## src/rtl/pcc_pkg.sv

```systemverilog
/*
 pcc_pkg: constants and types for the counter array compare/capture block.
 assumes: one 100 MHz clock, apb register access with 32-bit data.
*/
package pcc_pkg;
   // ==========================================================
   // register offsets (byte addresses)
   localparam logic [7:0] OFF_MODE0 = 8'h00;
   localparam logic [7:0] OFF_CAP0 = 8'h20;
   localparam logic [7:0] OFF_COUNTER = 8'h40;
   localparam logic [7:0] OFF_CNT_MODE = 8'h44;
   localparam logic [7:0] OFF_STATUS = 8'h48;
   localparam logic [7:0] OFF_IRQ_EN = 8'h4c;
   localparam logic [7:0] OFF_CLEAR = 8'h50;
   localparam logic [7:0] OFF_WD_STATUS = 8'h54;
   localparam logic [7:0] MODULE_STRIDE = 8'h04;
   // ==========================================================
   // mode register bit positions
   localparam int B_FLAG_IRQ = 0;
   localparam int B_DUTY = 1;
   localparam int B_TOGGLE = 2;
   localparam int B_MATCH = 3;
   localparam int B_FALL = 4;
   localparam int B_RISE = 5;
   localparam int B_COMPARE = 6;
   localparam int B_WD_ENABLE = 0;
   localparam int B_CNT_RUN = 1;
   localparam logic [7:0] MODE_RESET = 8'h00;
   localparam logic [6:0] MODE_WMASK = 7'h7f;
   localparam int WD_MODULE = 4;
   localparam int NUM_MODULES = 5;
   localparam int WD_PULSE_NS = 100;
   localparam int CLK_NS = 10;
   localparam int WD_PULSE_CYC = (WD_PULSE_NS + CLK_NS - 1) / CLK_NS;

   typedef enum logic [2:0] {
      PCC_IDLE = 3'b000,
      PCC_CAPTURE = 3'b001,
      PCC_TIMER = 3'b010,
      PCC_HSO = 3'b011,
      PCC_PWM = 3'b100
   } pcc_mode_t;

   typedef struct packed {
      logic [7:0] paddr;
      logic psel;
      logic penable;
      logic pwrite;
      logic [31:0] pwdata;
   } pcc_apb_req_t;

   typedef struct packed {
      logic [31:0] prdata;
      logic pready;
      logic pslverr;
   } pcc_apb_rsp_t;
endpackage

```

## src/rtl/pcc_array.sv

```systemverilog
/*
 pcc_array: five compare/capture modules around one shared 16-bit counter, apb registers,
 event flags with interrupt, module 4 watchdog reset.
 assumes: apb master on clk_in; module pins are asynchronous and are synchronised here.
*/
// Behaviour
// - rise or fall capture bit set, with match, toggle and duty clear, puts module in capture mode, watching its pin.
// - both capture bits set captures on any pin transition.
// - valid transition copies counter high and low bytes into capture pair.
// - capture or match sets event flag; interrupt needs flag and flag enable.
// - compare plus match bits give software timer; equality is a match event.
// - software timer match requests interrupt when flag and enable both set.
// - high speed output needs toggle, match, compare set and duty clear.
// - high speed output inverts module pin on every 16-bit match.
// - duty plus compare, others clear, give 8-bit pulse width output.
// - all pulse width outputs share one counter period; duties independent.
// - output low while counter low byte below active duty byte, else high.
// - on low byte wrap to zero, active duty byte reloads from reload byte.
// - only module 4 can be watchdog; otherwise usable in all modes.
// - watchdog armed by module 4 compare mode plus watchdog enable; match triggers.
// - armed match raises internal reset, never drives external reset pin.
// - clearing watchdog enable before match prevents reset; setting again re-arms.
module pcc_array #(
   parameter int NMOD = pcc_pkg::NUM_MODULES
) (
   input wire logic clk_in,
   input wire logic rst_n_in,
   input wire pcc_pkg::pcc_apb_req_t apb_req_in,
   output pcc_pkg::pcc_apb_rsp_t apb_rsp_out,
   input wire logic [NMOD-1:0] module_io_pin_in,
   output logic [NMOD-1:0] module_io_pin_out,
   output logic [NMOD-1:0] module_io_pin_oe_out,
   output logic irq_out,
   output logic wd_reset_out
);
   import pcc_pkg::*;

   // ==========================================================
   // state
   logic [7:0] module_mode_reg [NMOD];
   logic [7:0] capture_low_byte [NMOD];
   logic [7:0] capture_high_byte [NMOD];
   logic [7:0] active_duty_byte [NMOD];
   logic [NMOD-1:0] module_event_flag;
   logic [NMOD-1:0] irq_enable;
   logic [NMOD-1:0] hso_level;
   logic [NMOD-1:0] pin_meta;
   logic [NMOD-1:0] pin_sync;
   logic [NMOD-1:0] pin_prev;
   logic [NMOD-1:0] cap_event;
   logic [NMOD-1:0] match_event;
   logic [NMOD-1:0] sw_clear;
   logic [NMOD-1:0] irq_src;
   pcc_mode_t mode_of [NMOD];
   logic [15:0] counter;
   logic [7:0] counter_high_byte;
   logic [7:0] counter_low_byte;
   logic watchdog_enable;
   logic counter_run;
   logic wd_fired;
   logic [3:0] wd_pulse_cnt;
   logic wr_stb;
   logic rd_stb;
   logic [7:0] addr;
   logic [31:0] next_rdata;
   logic addr_ok;
   logic wd_armed;

   assign counter_high_byte = counter[15:8];
   assign counter_low_byte = counter[7:0];
   assign addr = apb_req_in.paddr;
   assign wr_stb = apb_req_in.psel && apb_req_in.penable && apb_req_in.pwrite;
   assign rd_stb = apb_req_in.psel && !apb_req_in.penable && !apb_req_in.pwrite;

   // ==========================================================
   // shared counter
   always_ff @(posedge clk_in or negedge rst_n_in) begin
      if (!rst_n_in) begin
         counter <= 16'h0000;
      end else if (wr_stb && addr == OFF_COUNTER) begin
         counter <= apb_req_in.pwdata[15:0];
      end else if (counter_run) begin
         counter <= counter + 16'h0001;
      end
   end

   always_ff @(posedge clk_in or negedge rst_n_in) begin
      if (!rst_n_in) begin
         watchdog_enable <= 1'b0;
         counter_run <= 1'b0;
         irq_enable <= '0;
      end else if (wr_stb && addr == OFF_CNT_MODE) begin
         watchdog_enable <= apb_req_in.pwdata[B_WD_ENABLE];
         counter_run <= apb_req_in.pwdata[B_CNT_RUN];
      end else if (wr_stb && addr == OFF_IRQ_EN) begin
         irq_enable <= apb_req_in.pwdata[NMOD-1:0];
      end
   end

   // ==========================================================
   // per module logic
   genvar g;
   generate
      for (g = 0; g < NMOD; g++) begin : gen_mod
         logic [7:0] m;
         logic wr_mode;
         logic wr_cap;
         assign m = module_mode_reg[g];
         assign wr_mode = wr_stb && addr == OFF_MODE0 + 8'(g * 4);
         assign wr_cap = wr_stb && addr == OFF_CAP0 + 8'(g * 4);

         always_comb begin
            mode_of[g] = PCC_IDLE;
            if ((m[B_RISE] || m[B_FALL]) && !m[B_MATCH] && !m[B_TOGGLE] && !m[B_DUTY]) begin
               mode_of[g] = PCC_CAPTURE;
            end else if (m[B_COMPARE] && m[B_MATCH] && m[B_TOGGLE] && !m[B_DUTY]) begin
               mode_of[g] = PCC_HSO;
            end else if (m[B_COMPARE] && m[B_MATCH] && !m[B_DUTY]) begin
               mode_of[g] = PCC_TIMER;
            end else if (m[B_COMPARE] && m[B_DUTY] && !m[B_MATCH] && !m[B_TOGGLE] && !m[B_RISE]
                         && !m[B_FALL] && !m[B_FLAG_IRQ]) begin
               mode_of[g] = PCC_PWM;
            end
         end

         always_ff @(posedge clk_in or negedge rst_n_in) begin
            if (!rst_n_in) begin
               module_mode_reg[g] <= MODE_RESET;
            end else if (wr_mode) begin
               module_mode_reg[g] <= {1'b0, apb_req_in.pwdata[6:0] & MODE_WMASK};
            end
         end

         // two-stage synchroniser then edge compare
         always_ff @(posedge clk_in or negedge rst_n_in) begin
            if (!rst_n_in) begin
               pin_meta[g] <= 1'b0;
               pin_sync[g] <= 1'b0;
               pin_prev[g] <= 1'b0;
            end else begin
               pin_meta[g] <= module_io_pin_in[g];
               pin_sync[g] <= pin_meta[g];
               pin_prev[g] <= pin_sync[g];
            end
         end

         assign cap_event[g] = (mode_of[g] == PCC_CAPTURE) &&
            ((m[B_RISE] && pin_sync[g] && !pin_prev[g]) ||
             (m[B_FALL] && !pin_sync[g] && pin_prev[g]));
         assign match_event[g] = m[B_COMPARE] && m[B_MATCH] && !m[B_DUTY] &&
            counter == {capture_high_byte[g], capture_low_byte[g]};

         always_ff @(posedge clk_in or negedge rst_n_in) begin
            if (!rst_n_in) begin
               capture_low_byte[g] <= 8'h00;
               capture_high_byte[g] <= 8'h00;
            end else if (cap_event[g]) begin
               capture_low_byte[g] <= counter_low_byte;
               capture_high_byte[g] <= counter_high_byte;
            end else if (wr_cap) begin
               capture_low_byte[g] <= apb_req_in.pwdata[7:0];
               capture_high_byte[g] <= apb_req_in.pwdata[15:8];
            end
         end

         // event flag, set wins over clear
         always_ff @(posedge clk_in or negedge rst_n_in) begin
            if (!rst_n_in) begin
               module_event_flag[g] <= 1'b0;
            end else if (cap_event[g] || match_event[g]) begin
               module_event_flag[g] <= 1'b1;
            end else if (sw_clear[g]) begin
               module_event_flag[g] <= 1'b0;
            end
         end

         // high speed toggle and pulse width output
         always_ff @(posedge clk_in or negedge rst_n_in) begin
            if (!rst_n_in) begin
               hso_level[g] <= 1'b0;
            end else if (mode_of[g] == PCC_HSO && match_event[g]) begin
               hso_level[g] <= !hso_level[g];
            end
         end

         always_ff @(posedge clk_in or negedge rst_n_in) begin
            if (!rst_n_in) begin
               active_duty_byte[g] <= 8'h00;
            end else if (counter_run && counter_low_byte == 8'hff) begin
               active_duty_byte[g] <= capture_high_byte[g];
            end else if (wr_cap) begin
               active_duty_byte[g] <= apb_req_in.pwdata[7:0];
            end
         end

         always_ff @(posedge clk_in or negedge rst_n_in) begin
            if (!rst_n_in) begin
               module_io_pin_out[g] <= 1'b0;
               module_io_pin_oe_out[g] <= 1'b0;
            end else begin
               unique case (mode_of[g])
                  PCC_HSO: begin
                     module_io_pin_out[g] <= (match_event[g]) ? !hso_level[g] : hso_level[g];
                     module_io_pin_oe_out[g] <= 1'b1;
                  end
                  PCC_PWM: begin
                     module_io_pin_out[g] <= !(counter_low_byte < active_duty_byte[g]);
                     module_io_pin_oe_out[g] <= 1'b1;
                  end
                  default: begin
                     module_io_pin_out[g] <= 1'b0;
                     module_io_pin_oe_out[g] <= 1'b0;
                  end
               endcase
            end
         end
      end
   endgenerate

   assign sw_clear = (wr_stb && addr == OFF_CLEAR) ? apb_req_in.pwdata[NMOD-1:0] : '0;
   assign irq_src = module_event_flag & irq_enable;
   assign irq_out = |irq_src;

   // ==========================================================
   // watchdog on module 4 only
   assign wd_armed = watchdog_enable && module_mode_reg[WD_MODULE][B_COMPARE] &&
      module_mode_reg[WD_MODULE][B_MATCH] && !module_mode_reg[WD_MODULE][B_DUTY];

   always_ff @(posedge clk_in or negedge rst_n_in) begin
      if (!rst_n_in) begin
         wd_pulse_cnt <= 4'h0;
         wd_fired <= 1'b0;
      end else if (wd_armed && match_event[WD_MODULE]) begin
         wd_pulse_cnt <= 4'(WD_PULSE_CYC);
         wd_fired <= 1'b1;
      end else if (wd_pulse_cnt != 4'h0) begin
         wd_pulse_cnt <= wd_pulse_cnt - 4'h1;
      end else if (rd_stb && addr == OFF_WD_STATUS) begin
         wd_fired <= 1'b0;
      end
   end
   assign wd_reset_out = wd_pulse_cnt != 4'h0;

   // ==========================================================
   // apb read path
   always_comb begin
      next_rdata = 32'h0000_0000;
      addr_ok = 1'b1;
      if (addr >= OFF_MODE0 && addr < OFF_MODE0 + 8'(NMOD * 4) && addr[1:0] == 2'b00) begin
         next_rdata[7:0] = module_mode_reg[3'((addr - OFF_MODE0) >> 2)];
      end else if (addr >= OFF_CAP0 && addr < OFF_CAP0 + 8'(NMOD * 4) && addr[1:0] == 2'b00) begin
         next_rdata[15:0] = {capture_high_byte[3'((addr - OFF_CAP0) >> 2)],
                             capture_low_byte[3'((addr - OFF_CAP0) >> 2)]};
      end else begin
         unique case (addr)
            OFF_COUNTER: next_rdata[15:0] = counter;
            OFF_CNT_MODE: next_rdata[1:0] = {counter_run, watchdog_enable};
            OFF_STATUS: next_rdata[NMOD-1:0] = module_event_flag;
            OFF_IRQ_EN: next_rdata[NMOD-1:0] = irq_enable;
            OFF_CLEAR: next_rdata = 32'h0000_0000;
            OFF_WD_STATUS: next_rdata[0] = wd_fired;
            default: addr_ok = 1'b0;
         endcase
      end
   end

   always_ff @(posedge clk_in or negedge rst_n_in) begin
      if (!rst_n_in) begin
         apb_rsp_out.prdata <= 32'h0000_0000;
         apb_rsp_out.pslverr <= 1'b0;
      end else if (apb_req_in.psel && !apb_req_in.penable) begin
         apb_rsp_out.prdata <= apb_req_in.pwrite ? 32'h0000_0000 : next_rdata;
         apb_rsp_out.pslverr <= !addr_ok;
      end
   end
   assign apb_rsp_out.pready = 1'b1;

   // ==========================================================
   // checks
   capture_copies_a: assert property (@(posedge clk_in) disable iff (!rst_n_in)
      cap_event[0] |=> capture_low_byte[0] == $past(counter_low_byte))
      else $error("capture did not copy counter");
   flag_sets_a: assert property (@(posedge clk_in) disable iff (!rst_n_in)
      (cap_event[1] || match_event[1]) |=> module_event_flag[1])
      else $error("event flag not set");
   irq_gate_a: assert property (@(posedge clk_in) disable iff (!rst_n_in)
      irq_out |-> |(module_event_flag & irq_enable))
      else $error("interrupt without enabled flag");
   hso_toggle_a: assert property (@(posedge clk_in) disable iff (!rst_n_in)
      (mode_of[2] == PCC_HSO && match_event[2]) |=> hso_level[2] != $past(hso_level[2]))
      else $error("toggle missed");
   pwm_level_a: assert property (@(posedge clk_in) disable iff (!rst_n_in)
      mode_of[3] == PCC_PWM |=> module_io_pin_out[3] == ($past(counter_low_byte) >= $past(active_duty_byte[3])))
      else $error("duty output wrong");
   duty_reload_a: assert property (@(posedge clk_in) disable iff (!rst_n_in)
      (counter_run && counter_low_byte == 8'hff) |=> active_duty_byte[0] == $past(capture_high_byte[0]))
      else $error("duty byte not reloaded");
   wd_fire_a: assert property (@(posedge clk_in) disable iff (!rst_n_in)
      (wd_armed && match_event[WD_MODULE]) |=> wd_reset_out [*8])
      else $error("watchdog reset missing");
   wd_disarm_a: assert property (@(posedge clk_in) disable iff (!rst_n_in)
      (!watchdog_enable && !wd_reset_out) |=> !wd_reset_out)
      else $error("reset while disarmed");
   both_edges_a: assert property (@(posedge clk_in) disable iff (!rst_n_in)
      (mode_of[0] == PCC_CAPTURE && module_mode_reg[0][B_RISE] && module_mode_reg[0][B_FALL]
       && pin_sync[0] != pin_prev[0]) |-> cap_event[0])
      else $error("transition not captured");
   rise_capture_a: assert property (@(posedge clk_in) disable iff (!rst_n_in)
      (mode_of[1] == PCC_CAPTURE && module_mode_reg[1][B_RISE] && pin_sync[1] && !pin_prev[1]) |-> cap_event[1])
      else $error("rising edge not captured");
   cap_high_copy_a: assert property (@(posedge clk_in) disable iff (!rst_n_in)
      cap_event[1] |=> capture_high_byte[1] == $past(counter_high_byte))
      else $error("capture high byte wrong");
   flag_set0_a: assert property (@(posedge clk_in) disable iff (!rst_n_in)
      cap_event[0] |=> module_event_flag[0])
      else $error("capture flag not set");
   flag_hold_a: assert property (@(posedge clk_in) disable iff (!rst_n_in)
      (module_event_flag[0] && !sw_clear[0]) |=> module_event_flag[0])
      else $error("event flag lost");
   irq_masked_a: assert property (@(posedge clk_in) disable iff (!rst_n_in)
      (irq_enable == '0) |-> !irq_out)
      else $error("interrupt while all masked");
   timer_match_a: assert property (@(posedge clk_in) disable iff (!rst_n_in)
      (mode_of[2] == PCC_TIMER && counter == {capture_high_byte[2], capture_low_byte[2]}) |-> match_event[2])
      else $error("timer match missed");
   timer_flag_a: assert property (@(posedge clk_in) disable iff (!rst_n_in)
      match_event[2] |=> module_event_flag[2])
      else $error("timer flag not set");
   hso_decode_a: assert property (@(posedge clk_in) disable iff (!rst_n_in)
      (module_mode_reg[3][B_COMPARE] && module_mode_reg[3][B_MATCH] && module_mode_reg[3][B_TOGGLE]
       && !module_mode_reg[3][B_DUTY]) |-> mode_of[3] == PCC_HSO)
      else $error("toggle mode not decoded");
   hso_drive_a: assert property (@(posedge clk_in) disable iff (!rst_n_in)
      mode_of[3] == PCC_HSO |=> module_io_pin_oe_out[3])
      else $error("toggle pin not driven");
   hso_pin_a: assert property (@(posedge clk_in) disable iff (!rst_n_in)
      mode_of[3] == PCC_HSO |=> module_io_pin_out[3] == hso_level[3])
      else $error("toggle pin level wrong");
   pwm_decode_a: assert property (@(posedge clk_in) disable iff (!rst_n_in)
      module_mode_reg[0] == 8'h42 |-> mode_of[0] == PCC_PWM)
      else $error("duty mode not decoded");
   pwm_drive_a: assert property (@(posedge clk_in) disable iff (!rst_n_in)
      mode_of[0] == PCC_PWM |=> module_io_pin_oe_out[0])
      else $error("duty pin not driven");
   pwm_no_match_a: assert property (@(posedge clk_in) disable iff (!rst_n_in)
      mode_of[1] == PCC_PWM |-> !match_event[1])
      else $error("match in duty mode");
   pwm_level0_a: assert property (@(posedge clk_in) disable iff (!rst_n_in)
      mode_of[0] == PCC_PWM |=> module_io_pin_out[0] == ($past(counter_low_byte) >= $past(active_duty_byte[0])))
      else $error("duty output wrong");
   duty_reload1_a: assert property (@(posedge clk_in) disable iff (!rst_n_in)
      (counter_run && counter_low_byte == 8'hff) |=> active_duty_byte[1] == $past(capture_high_byte[1]))
      else $error("duty byte not reloaded");
   duty_hold_a: assert property (@(posedge clk_in) disable iff (!rst_n_in)
      (counter_low_byte != 8'hff && !wr_stb) |=> $stable(active_duty_byte[0]))
      else $error("duty byte changed mid period");
   wd_only4_a: assert property (@(posedge clk_in) disable iff (!rst_n_in)
      wd_armed |-> module_mode_reg[WD_MODULE][B_COMPARE])
      else $error("watchdog armed outside compare");
   wd_flagged_a: assert property (@(posedge clk_in) disable iff (!rst_n_in)
      wd_reset_out |-> wd_fired)
      else $error("reset without status");
   wd_needs_en_a: assert property (@(posedge clk_in) disable iff (!rst_n_in)
      $rose(wd_reset_out) |-> $past(watchdog_enable))
      else $error("reset without enable");
   mode_top_bit_a: assert property (@(posedge clk_in) disable iff (!rst_n_in)
      module_mode_reg[0][7] == 1'b0)
      else $error("reserved mode bit set");
   sync_chain_a: assert property (@(posedge clk_in) disable iff (!rst_n_in)
      1'b1 |=> pin_sync[0] == $past(pin_meta[0]))
      else $error("synchroniser chain broken");
endmodule

```

## config.mk

```make
export PLATFORM = sky130hd
export DESIGN_NAME = pcc_array
export DESIGN_NICKNAME = d
export VERILOG_FILES = /design/src/rtl/pcc_pkg.sv /design/src/rtl/pcc_array.sv
export SDC_FILE = /design/constraint.sdc
export NUM_CORES = 1
export LEC_CHECK = 0
export BUFFER_PORTS_ARGS = -buffer_cell sky130_fd_sc_hd__buf_4
export CAP_MARGIN = 20
export CORE_MARGIN = 2
export CORE_UTILIZATION = 26
export CTS_CLUSTER_SIZE = 12
export DETAILED_ROUTE_END_ITERATION = 7
export SLEW_MARGIN = 0
export SYNTH_ARGS = -nofsm -noshare
export SYNTH_HDL_FRONTEND = slang
export SYNTH_SLANG_ARGS = --single-unit
```

## constraint.sdc

```tcl
create_clock -name clk_in -period 1.9 [get_ports clk_in]
set_input_delay 0.19 -clock clk_in [delete_from_list [all_inputs] [get_ports clk_in]]
set_output_delay 0.19 -clock clk_in [all_outputs]
set_load 0.01 [all_outputs]
```

# [Word-level counts from Yosys, hierarchy flattened]
# Cells that the tools add are included.
[word_totals] romBits=0 elab_cells=442 mem_count=0 output_inout_bits=46 latchBits=0 register_bits=251 inputBits=50 ramBits=0
[classes] n_shift=0 n_mux=98 magnitude_cmp=11 div=0 bitwise=4 reduce_logical=226 add_sub_neg=3 mul=0 eq_ne=37
[op_table] op="two-way mux 8 bit" n=33
[op_table] op="logical AND 1 bit" n=128
[op_table] op="equality test 16 bit" n=5
[op_table] op="binary-select mux 8 bit (select 3 bit)" n=3
[op_table] op="two-way mux 3 bit" n=20
[op_table] op="zero test 1 bit" n=53
[op_table] op="equality test 8 x 7 -> 1 bit, second input constant" n=6
[op_table] op="two-way mux 16 bit" n=3
[op_table] op="equality test 8 x 6 -> 1 bit, second input constant" n=5
[op_table] op="< comparator 8 bit" n=5
[op_table] op="nonzero test 2 bit" n=18
[op_table] op="two-way mux 32 bit" n=1
[op_table] op="two-way mux 1 bit" n=26
[op_table] op="adder 16 x 1 -> 16 bit, second input constant" n=1
[op_table] op="equality test 8 x 4 -> 1 bit, second input constant" n=2
[op_table] op="equality test 3 x 1 -> 1 bit, second input constant" n=5
[op_table] op="equality test 3 x 2 -> 1 bit, second input constant" n=5
[op_table] op="equality test 3 bit, second input constant" n=5
[op_table] op="logical OR 1 bit" n=15
[op_table] op="two-way mux 11 bit" n=1
[op_table] op="one-hot mux 1 bit (2 select lines)" n=5
[op_table] op="OR reduction 2 bit" n=5
[op_table] op="one-hot mux 3 bit (3 select lines)" n=1
[op_table] op="equality test 8 x 3 -> 1 bit, second input constant" n=1
[op_table] op="other kinds (23)" n=27

# [Longest topological paths before layout]
# Gate-level depths: netlist of run 1.
[logic_depth] depth_word=14 ltp_mapped=8 ltp_nobuf=7

# [Worst setup path before layout of run 1]
# Ideal clock, no wire load.
[synth_timing] kind="register -> register" start="reg counter[4]" end="reg hso_level[2]" period_less_slack_ns=1.932 path_slack_ns=-0.032 path_buffers=2 stages_incl_launch_ff=8 setup_ns=0.079 required_time_ns=1.821 t_arrival_ns=1.853 cell_sequence="dfrtp_1 -> clkbuf_1 -> clkbuf_1 -> xor2_1 -> nor4_1 -> nand3_1 -> nor3_1 -> xor2_1"
[synth_between] elab_chain_len=3
[synth_lines] item="start, declared" line="pcc_array.sv:55" text="logic [15:0] counter;"
[synth_lines] item="start signal, assigned" line="pcc_array.sv:81" text="counter <= apb_req_in.pwdata[15:0];"
[synth_lines] item="start signal, assigned" line="pcc_array.sv:83" text="counter <= counter + 16'h0001;"
[synth_lines] item="equality test 16 bit" line="pcc_array.sv:151" text="counter == {capture_high_byte[g], capture_low_byte[g]};"
[synth_lines] item="logical AND 1 bit" line="pcc_array.sv:150" text="assign match_event[g] = m[B_COMPARE] && m[B_MATCH] && !m[B_DUTY] &&"
[synth_lines] item="logical AND 1 bit" line="pcc_array.sv:181" text="end else if (mode_of[g] == PCC_HSO && match_event[g]) begin"
[synth_lines] item="end signal, assigned by index" line="pcc_array.sv:182" text="hso_level[g] <= !hso_level[g];"
[synth_lines] item="end, declared" line="pcc_array.sv:46" text="logic [NMOD-1:0] hso_level;"
# No other way between the ends.
# A chain may end at the register's enable or synchronous reset.

# [Final worst setup path of run 1]
[layout_timing] start="reg counter[9]" end="reg module_io_pin_out[3]"
[layout_between] elab_chain_len=4
[layout_lines] item="equality test 16 bit" line="pcc_array.sv:151"
[layout_lines] item="logical AND 1 bit" line="pcc_array.sv:150"
[layout_lines] item="two-way mux 1 bit" line="pcc_array.sv:203" text="module_io_pin_out[g] <= (match_event[g]) ? !hso_level[g] : hso_level[g];"
[layout_lines] item="one-hot mux 1 bit (2 select lines)" line="pcc_array.sv:201" text="unique case (mode_of[g])"
[layout_lines] item="end signal, assigned by index" line="pcc_array.sv:203"
[layout_lines] item="end signal, assigned by index" line="pcc_array.sv:207" text="module_io_pin_out[g] <= !(counter_low_byte < active_duty_byte[g]);"
[layout_lines] item="end, declared" line="pcc_array.sv:31" text="output logic [NMOD-1:0] module_io_pin_out,"
# No other way between the ends.

==> results of run 1 <==
==> metal layers <==
layer / vias up / global-route usage / wire [um]
met1: 5740 / 0.236 / 20800
met2: 373 / 0.267 / 21000
met5: - / 0 / 0
li1: 5219 / - / -
met3: 76 / 0.0251 / 2920
met4: 0 / 0.0494 / 1460
==> power by group <==
group	internal, mW	switching (mW)	total [mW]	leakage [nW]
sequential	5.54	0.658	6.20	2.60
combinational	2.84	3.16	6.00	5.15
clock	3.37	2.23	5.60	0.481
total	11.7	6.06	17.8	8.23
==> flip-flops by register name, indices dropped and copies added (netlist names), 16 cells and up <==
| register | flops |
|---|---|
| counter | 16 |
| active_duty_byte | 40 |
| gen_mod.m | 35 |
| capture_high_byte | 40 |
| apb_rsp_out | 17 |
| capture_low_byte | 40 |
==> through the flow <==
step / instance area [um2] / setup TNS [ns]
CTS: 17400 / -0.00245
global route: 17700 / -0.215
global placement: 16100 / -2.67
finish: 17700 / -0.0108
detailed placement: 16100 / -6.78
floorplan: 13800 / 0
==> final cells by class <==
class	instances	area, um2	area share
sequential	235	5890	0.333
multi-input combinational	993	7470	0.422
inverter	48	180	0.0102
timing repair buffer	251	2320	0.131
clock buffer	36	802	0.0454
tap	688	861	0.0487
clock inverter	15	156	0.00885
==> critical path: cells and delay by family, from the launching register on <==
family	cells	cell delay, ns
XOR/XNOR	1	0.19
multiplexers	1	0.30
AND/OR/NAND/NOR	3	0.73
buffers and inverters	1	0.16
flip-flops	1	0.47
==> how the worst min path moves through the flow <==
stage,startpoint,end,slack [ns],depth (start not counted)
floorplan,rst_n_in,active_duty_byte[0],-0.11,0
CTS,apb_req_in[14],capture_high_byte[22],0.02,3
global placement,rst_n_in,pin_meta[1],0.17,1
global route,apb_req_in[14],capture_high_byte[30],0.05,3
finish,apb_req_in[14],capture_high_byte[6],0.04,3
detailed placement,rst_n_in,pin_meta[1],0.18,1
==> cell usage after synthesis, types with 3 or more instances <==
cell type | n | share of area
a221oi_1 | 10 | 0.0064
dfrtp_1 | 235 | 0.43
a2111oi_1 | 5 | 0.0037
a31oi_1 | 6 | 0.0027
nor3_1 | 17 | 0.0062
o21ai_1 | 20 | 0.0073
xnor2_1 | 28 | 0.018
nor4b_1 | 3 | 0.0019
mux4_2 | 22 | 0.036
a22oi_1 | 8 | 0.0044
a21o_1 | 8 | 0.0044
o21ai_0 | 104 | 0.038
clkbuf_1 | 70 | 0.019
mux2_2 | 52 | 0.043
nand4_1 | 22 | 0.010
nand3b_1 | 18 | 0.0099
nor3b_1 | 4 | 0.0022
nand2b_1 | 7 | 0.0032
and3_1 | 13 | 0.0059
a32o_1 | 4 | 0.0029
buf_2 | 18 | 0.0066
nand4b_1 | 7 | 0.0045
o22ai_1 | 12 | 0.0055
nand3_1 | 38 | 0.014
nor4_1 | 18 | 0.0082
xor2_1 | 71 | 0.045
ha_1 | 37 | 0.034
nor2_1 | 77 | 0.021
inv_1 | 48 | 0.013
nand2_1 | 150 | 0.041
a211o_1 | 3 | 0.0019
buf_1 | 5 | 0.0014
buf_4 | 23 | 0.013
a21oi_1 | 52 | 0.019
a221o_1 | 3 | 0.0022
mux2i_1 | 125 | 0.091
==> kinds of logic (layout without fill, tap and decap cells) <==
logic type,after synthesis,count (layout),share of synthesized area
muxes,199,199,0.170
and+or+nand+nor,391,391,0.141
xor gates and xnor gates,99,99,0.0633
DFF,235,235,0.429
other,2,17,0.000548
AOI/OAI and AO/OA,250,250,0.108
buffers and inverters,166,350,0.0545
adders and majority gates,37,37,0.0338
==> cell usage in the layout, fill, tap and decap left out, types with 27 or more instances in the layout <==
master | synthesis | routed
a21oi_1 | 52 | 52
buf_12 | 0 | 27
buf_4 | 23 | 199
clkbuf_16 | 0 | 30
dfrtp_1 | 235 | 228
ha_1 | 37 | 34
inv_1 | 48 | 48
mux2_2 | 52 | 52
mux2i_1 | 125 | 125
nand2_1 | 150 | 150
nand3_1 | 38 | 30
nor2_1 | 77 | 77
o21ai_0 | 104 | 100
xor2_1 | 71 | 70
==> timing repair <==
item | in CTS | in global routing
endpoints found under the hold margin | 71 | 0
endpoints found under the setup margin | 58 | 18
hold buffers | 15 | 0
resized for setup | 26 | 40
setup buffers | 9 | 9
pin swaps | 9 | 11
cloned | 0 | 1
==> results by group, run 1 <==
Worst setup path
  • Worst EP arrival: 2.39 ns
  • Slowest-stage cell, CP: nor4_1
  • Reg2reg path depth: 6
  • Worst path required time: 2.38 ns
  • Worst setup path startpoint: counter[9]
  • CP Max Fanout: 6
  • Worst R2R Setup Slack: -0.01 ns
  • Crit Path Category: reg -> reg
  • Critical Path End: module_io_pin_out[3]
  • Reg-to-reg endpoint: module_io_pin_out[3]
  • Worst setup SP type: flop
  • R2r startpoint: counter[9]
  • CP max stage delay: 0.48 ns
  • Crit end category: flop
  • CP Cell Sequence: buf_4, xor2_1, nor4_1, nand3_4, mux2_2, nand3_1

Floorplanning
  • Die H: 234 um
  • DIE AREA: 54,600 um2
  • IO Pins: 96
  • CORE AREA: 52,300 um2
  • Chip width: 234 um
  • Initial core utilization: 0.262
  • # rows: 84

Place
  • Worst slack, placed: -0.300 ns
  • Inst Count DP: 2,181
  • Final GP Congestion: 0.935
  • PortBufs: 62
  • DP HPWL: 33,000 um

Timing
  • Slew headroom: 0.596
  • Clk_skew: 0.0118 ns
  • Worst setup margin: -0.0108 ns
  • # setup viols final: 1
  • Final hold slack: 0.0409 ns
  • Slew of the pin with the lowest slew margin: 0.604 ns
  • Final Hold Viols: 0
  • Max Freq: 523 MHz
  • Slew Limit Fails: 0
  • Period utilisation layout: 1.01
  • Tmin final: 1.91 ns
  • RSZ-0062 raised after global routing: true

Clock network
  • Clk buf depth: 3
  • CTS tree: yes
  • # H-tree levels: 1
  • Num CTS Buffers: 28
  • Clock root cell: clkbuf_16
  • Worst skew pair latency: 0.55 ns
  • Num Clock Sinks: 235
  • Clock transition at the registers of the reported paths: 0.06 ns

Logic synthesis
  • Post-Syn Area per Cell: 9.94 um2
  • Sequential fraction of the synthesis area: 0.429
  • Top_reg_cell synth: dfrtp_1
  • Async set-or-reset flop fraction in the synthesized netlist: 1.00
  • Syn Inst Count: 1,379
  • Synth warn: 0
  • Number of synthesized flops with an enable pin: 0
  • Mapped Area: 13,700 um2
  • Synth cell types: 64
  • Register bit count reported by yosys: 235

Power and ir drop
  • Leak pwr: 8.23 nW
  • VDD IR max: 0.640 mV
  • Pwr dens: 1010 nW/um2
  • Power, Total: 17.8 mW

Layout
  • Post-layout util: 0.338
  • Fin nets: 1,644
  • FILL cells: 5,316
  • Layout cells sized above 1: 0.266
  • ANT cells: 0
  • Post-route non-filler standard cell count: 2,266
  • Area Growth Syn to Fin: 29.0%

Global routing
  • Vias in the first global route: 11,300
  • Total gr overflow: 0
  • First-pass GRT wire length: 70,300 um
  • Largest net degree at the start of global routing: 60
  • Antenna violations before repair: 1
  • All-Layer GR Usage: 0.168

Worst hold path
  • Hold Path Class: in -> reg

Drt
  • Detail Route Antenna Nets: 0
  • WL/cell: 20.4 um
  • Router iterations before antenna repair: 7
  • Vias per inst: 5.03
  • Via count of the routed design: 11,400
  • Routed wire length: 46,200 um
  • Post-route DRC: 0
  • Initial drt markers: 990

Flow run
  • Max cap viols: 0

Outcome
  • Outcome: complete, but fails checks
  • Failing checks: setup timing
(Power assumes the default switching activity.)
==> run 2, diff against run 1 <==
--- a/config.mk
+++ b/config.mk
@@ -7,10 +7,13 @@
 export LEC_CHECK = 0
 export BUFFER_PORTS_ARGS = -buffer_cell sky130_fd_sc_hd__buf_4
 export CAP_MARGIN = 20
+export CELL_PAD_IN_SITES_DETAIL_PLACEMENT = 0
+export CELL_PAD_IN_SITES_GLOBAL_PLACEMENT = 2
 export CORE_MARGIN = 2
 export CORE_UTILIZATION = 26
 export CTS_CLUSTER_SIZE = 12
 export DETAILED_ROUTE_END_ITERATION = 7
+export PLACE_DENSITY_LB_ADDON = 0.1
 export SLEW_MARGIN = 0
 export SYNTH_ARGS = -nofsm -noshare
 export SYNTH_HDL_FRONTEND = slang
==> run 2 against run 1 <==
Effect of this change: the run still ends with setup timing left; cell area increased by 3.0%; routed wire length increased by 21%; core utilization increased by 1.0 points; clock skew increased by 0.0050 ns; register-to-register slack got worse by 0.04 ns; maximum frequency decreased by 2.2%; first-iteration DRC count decreased by 29%; non-clock buffer count increased by 22; worst setup slack got worse by 0.044 ns; sequential power increased by 0.6%; critical endpoint is now hso_level[4]; largest cell class unchanged.
==> results by group, run 2 (synthesized netlist as in run 1, its figures left out) <==
Outcome
  • Outcome: complete, but fails checks
  • Failing checks: setup timing

Timing
  • Slew headroom: 0.620 (+0.0242)
  • # setup viols final: 2 (+1)
  • Worst setup margin: -0.0544 ns (-0.0436 ns)
  • Final Hold Viols: 0 (unchanged)
  • Setup TNS: -0.0676 ns (-0.0568 ns)
  • Slew Limit Fails: 0 (unchanged)
  • Clk_skew: 0.0168 ns (+0.00502 ns)
  • Slew of the pin with the lowest slew margin: 0.568 ns (-0.0361 ns)
  • RSZ-0062 raised after global routing: true
  • Final hold slack: 0.0572 ns (+0.0163 ns)
  • Tmin final: 1.95 ns (+0.0436 ns)
  • Max Freq: 512 MHz (-2.2%)
  • Period utilisation layout: 1.03 (+0.0229)

Power and ir drop
  • VDD IR max: 0.580 mV (-9.4%)
  • Leak pwr: 8.41 nW (+2.2%)
  • Switching share of power: 0.343 (+0.00271)
  • Flop pwr share: 0.333 (-0.015)
  • Switching power total: 6.43 mW (+6.2%)
  • Power, Total: 18.8 mW (+5.4%)
  • Pwr dens: 1030 nW/um2 (+2.4%)
  • Internal cell power: 12.3 mW (+5.0%)
  • Comb power frac: 0.332 (-0.005)
  • Clock power frac: 0.335 (+0.020)

Global routing
  • Antenna violations before repair: 2 (+1)
  • All-Layer GR Usage: 0.202 (+0.0335)
  • Largest net degree at the start of global routing: 59 (-1.7%)
  • First-pass GRT wire length: 80,100 um (+14%)
  • Vias in the first global route: 11,200 (-0.61%)
  • Total gr overflow: 0 (unchanged)

Layout
  • Area Growth Syn to Fin: 32.8%
  • Most common cell after layout, fill and taps aside: dfrtp_1
  • Layout cells sized above 1: 0.297 (+0.0319)
  • Top Registers: active_duty_byte (40), capture_high_byte (40), capture_low_byte (40)
  • Post-layout util: 0.348 (+0.00997)
  • ANT cells: 0 (unchanged)
  • FILL cells: 5,372 (+1.1%)
  • Most frequent cells in the layout: 228 x dfrtp_1, 209 x buf_4, 149 x nand2_1, 125 x mux2i_1, 97 x o21ai_0
  • Fin nets: 1,669 (+1.5%)

Worst setup path
  • Worst setup SP type: flop
  • Number of cells on the critical path: 8 (+2)
  • Worst path required time: 2.36 ns (-0.02 ns)
  • CP Cell Sequence: buf_4, buf_4, xnor2_2, and4b_1, and2_4, buf_6, nand3_4, xnor2_2
  • CP max stage delay: 0.39 ns (-0.09 ns)
  • Crit Path Category: reg -> reg
  • Reg2reg path depth: 8 (+2)
  • CP Max Fanout: 3 (-3)
  • CP top delay family: simple AND/OR/NAND/NOR gates
  • Slowest-stage cell, CP: dfrtp_1
  • Crit end category: flop
  • WP buf/inv: 3 (+2)
  • Worst EP arrival: 2.41 ns (+0.02 ns)

Drt
  • Metal-1 WL: 28,000 um (+35%)
  • Met2 WL: 25,300 um (+20%)
  • Initial drt markers: 703 (-29%)
  • Vias per inst: 4.89 (-2.9%)
  • Detail Route Antenna Nets: 0 (unchanged)
  • Via count of the routed design: 11,200 (-1.8%)
  • Routed wire length: 55,900 um (+21%)
  • Post-route DRC: 0 (unchanged)
  • WL/cell: 24.4 um (+20%)
  • Max layer used: met4
  • Router iterations before antenna repair: 5 (-2)
  • Met3 wire len: 1710 um (-41%)

Clock network
  • Clock root cell: clkbuf_16
  • CTS tree: yes
  • Clock transition at the registers of the reported paths: 0.06 ns (about the same)
  • Worst skew pair latency: 0.58 ns (+0.03 ns)
  • Clk buf depth: 3 (unchanged)
  • Num Clock Sinks: 235 (unchanged)
  • Num CTS Buffers: 31 (+11%)
  • # H-tree levels: 1 (unchanged)

Place
  • DP HPWL: 38,100 um (+15%)
  • PortBufs: 62 (unchanged)
  • Worst slack, placed: -0.373 ns (-0.0726 ns)
  • Final GP Congestion: 0.807 (-14%)

Floorplanning
  • CORE AREA: 52,300 um2 (unchanged)
  • # rows: 84 (unchanged)
  • Die H: 234 um (unchanged)
  • Initial core utilization: 0.262 (unchanged)
  • DIE AREA: 54,600 um2 (unchanged)
  • IO Pins: 96 (unchanged)
  • Chip width: 234 um (unchanged)

Worst hold path
  • Hold Path Class: in -> reg
  • Hold depth: 3 (unchanged)

Flow run
  • Max cap viols: 0 (unchanged)
## run 2: final cells by class
class | instances | area (um2) | share of cell area
clock buffer | 43 | 881 | 0.0484
sequential | 235 | 5890 | 0.324
clock inverter | 12 | 185 | 0.0102
inverter | 48 | 180 | 0.00990
tap | 688 | 861 | 0.0473
timing repair buffer | 273 | 2610 | 0.144
multi-input combinational | 993 | 7590 | 0.417
## run 2: per-stage QoR
step | instance area, um2 | cells
floorplan | 13800 | 1394
global placement | 16200 | 2198
detailed placement | 16200 | 2198
CTS | 17600 | 2273
global route | 18200 | 2292
finish | 18200 | 2292
## run 2: timing repair
item	CTS	global route
cloned	1	4
endpoints found under the setup margin	19	70
hold endpoints to repair	271	0
pin swaps	11	29
setup buffers	4	16
gates resized for setup	21	100
hold buffers	16	0
## run 2: final timing paths
check,startpoint,to,slack [ns]
worst min register to register,pin_meta[4],pin_sync[4],0.35
worst max register to register,counter[11],hso_level[4],-0.05
min in group asynchronous,rst_n_in,module_io_pin_oe_out[4],0.07
worst min-delay path,apb_req_in[1],counter[1],0.06
worst max-delay path,counter[11],hso_level[4],-0.05
max in group asynchronous,rst_n_in,active_duty_byte[26],1.16
## run 2: layer usage
layer / global-route usage / up-vias
met5: 0 / -
met4: 0.0392 / 0
met3: 0.0211 / 53
met2: 0.317 / 161
met1: 0.298 / 5716
li1: - / 5269
## run 2: power by group through the flow
stage	Clock [mW]	Combinational, mW	Sequential [mW]
floorplan	0	2.72	6.03
global placement	0	5.41	6.30
detailed placement	0	5.44	6.30
CTS	6.45	5.69	6.22
global route	6.66	6.73	6.31
finish	6.29	6.23	6.24
## run 2: tightest hold or removal path, stage by stage
cell     delay [ns]
buf_4          0.24
nand2_1        0.09
o21ai_0        0.07
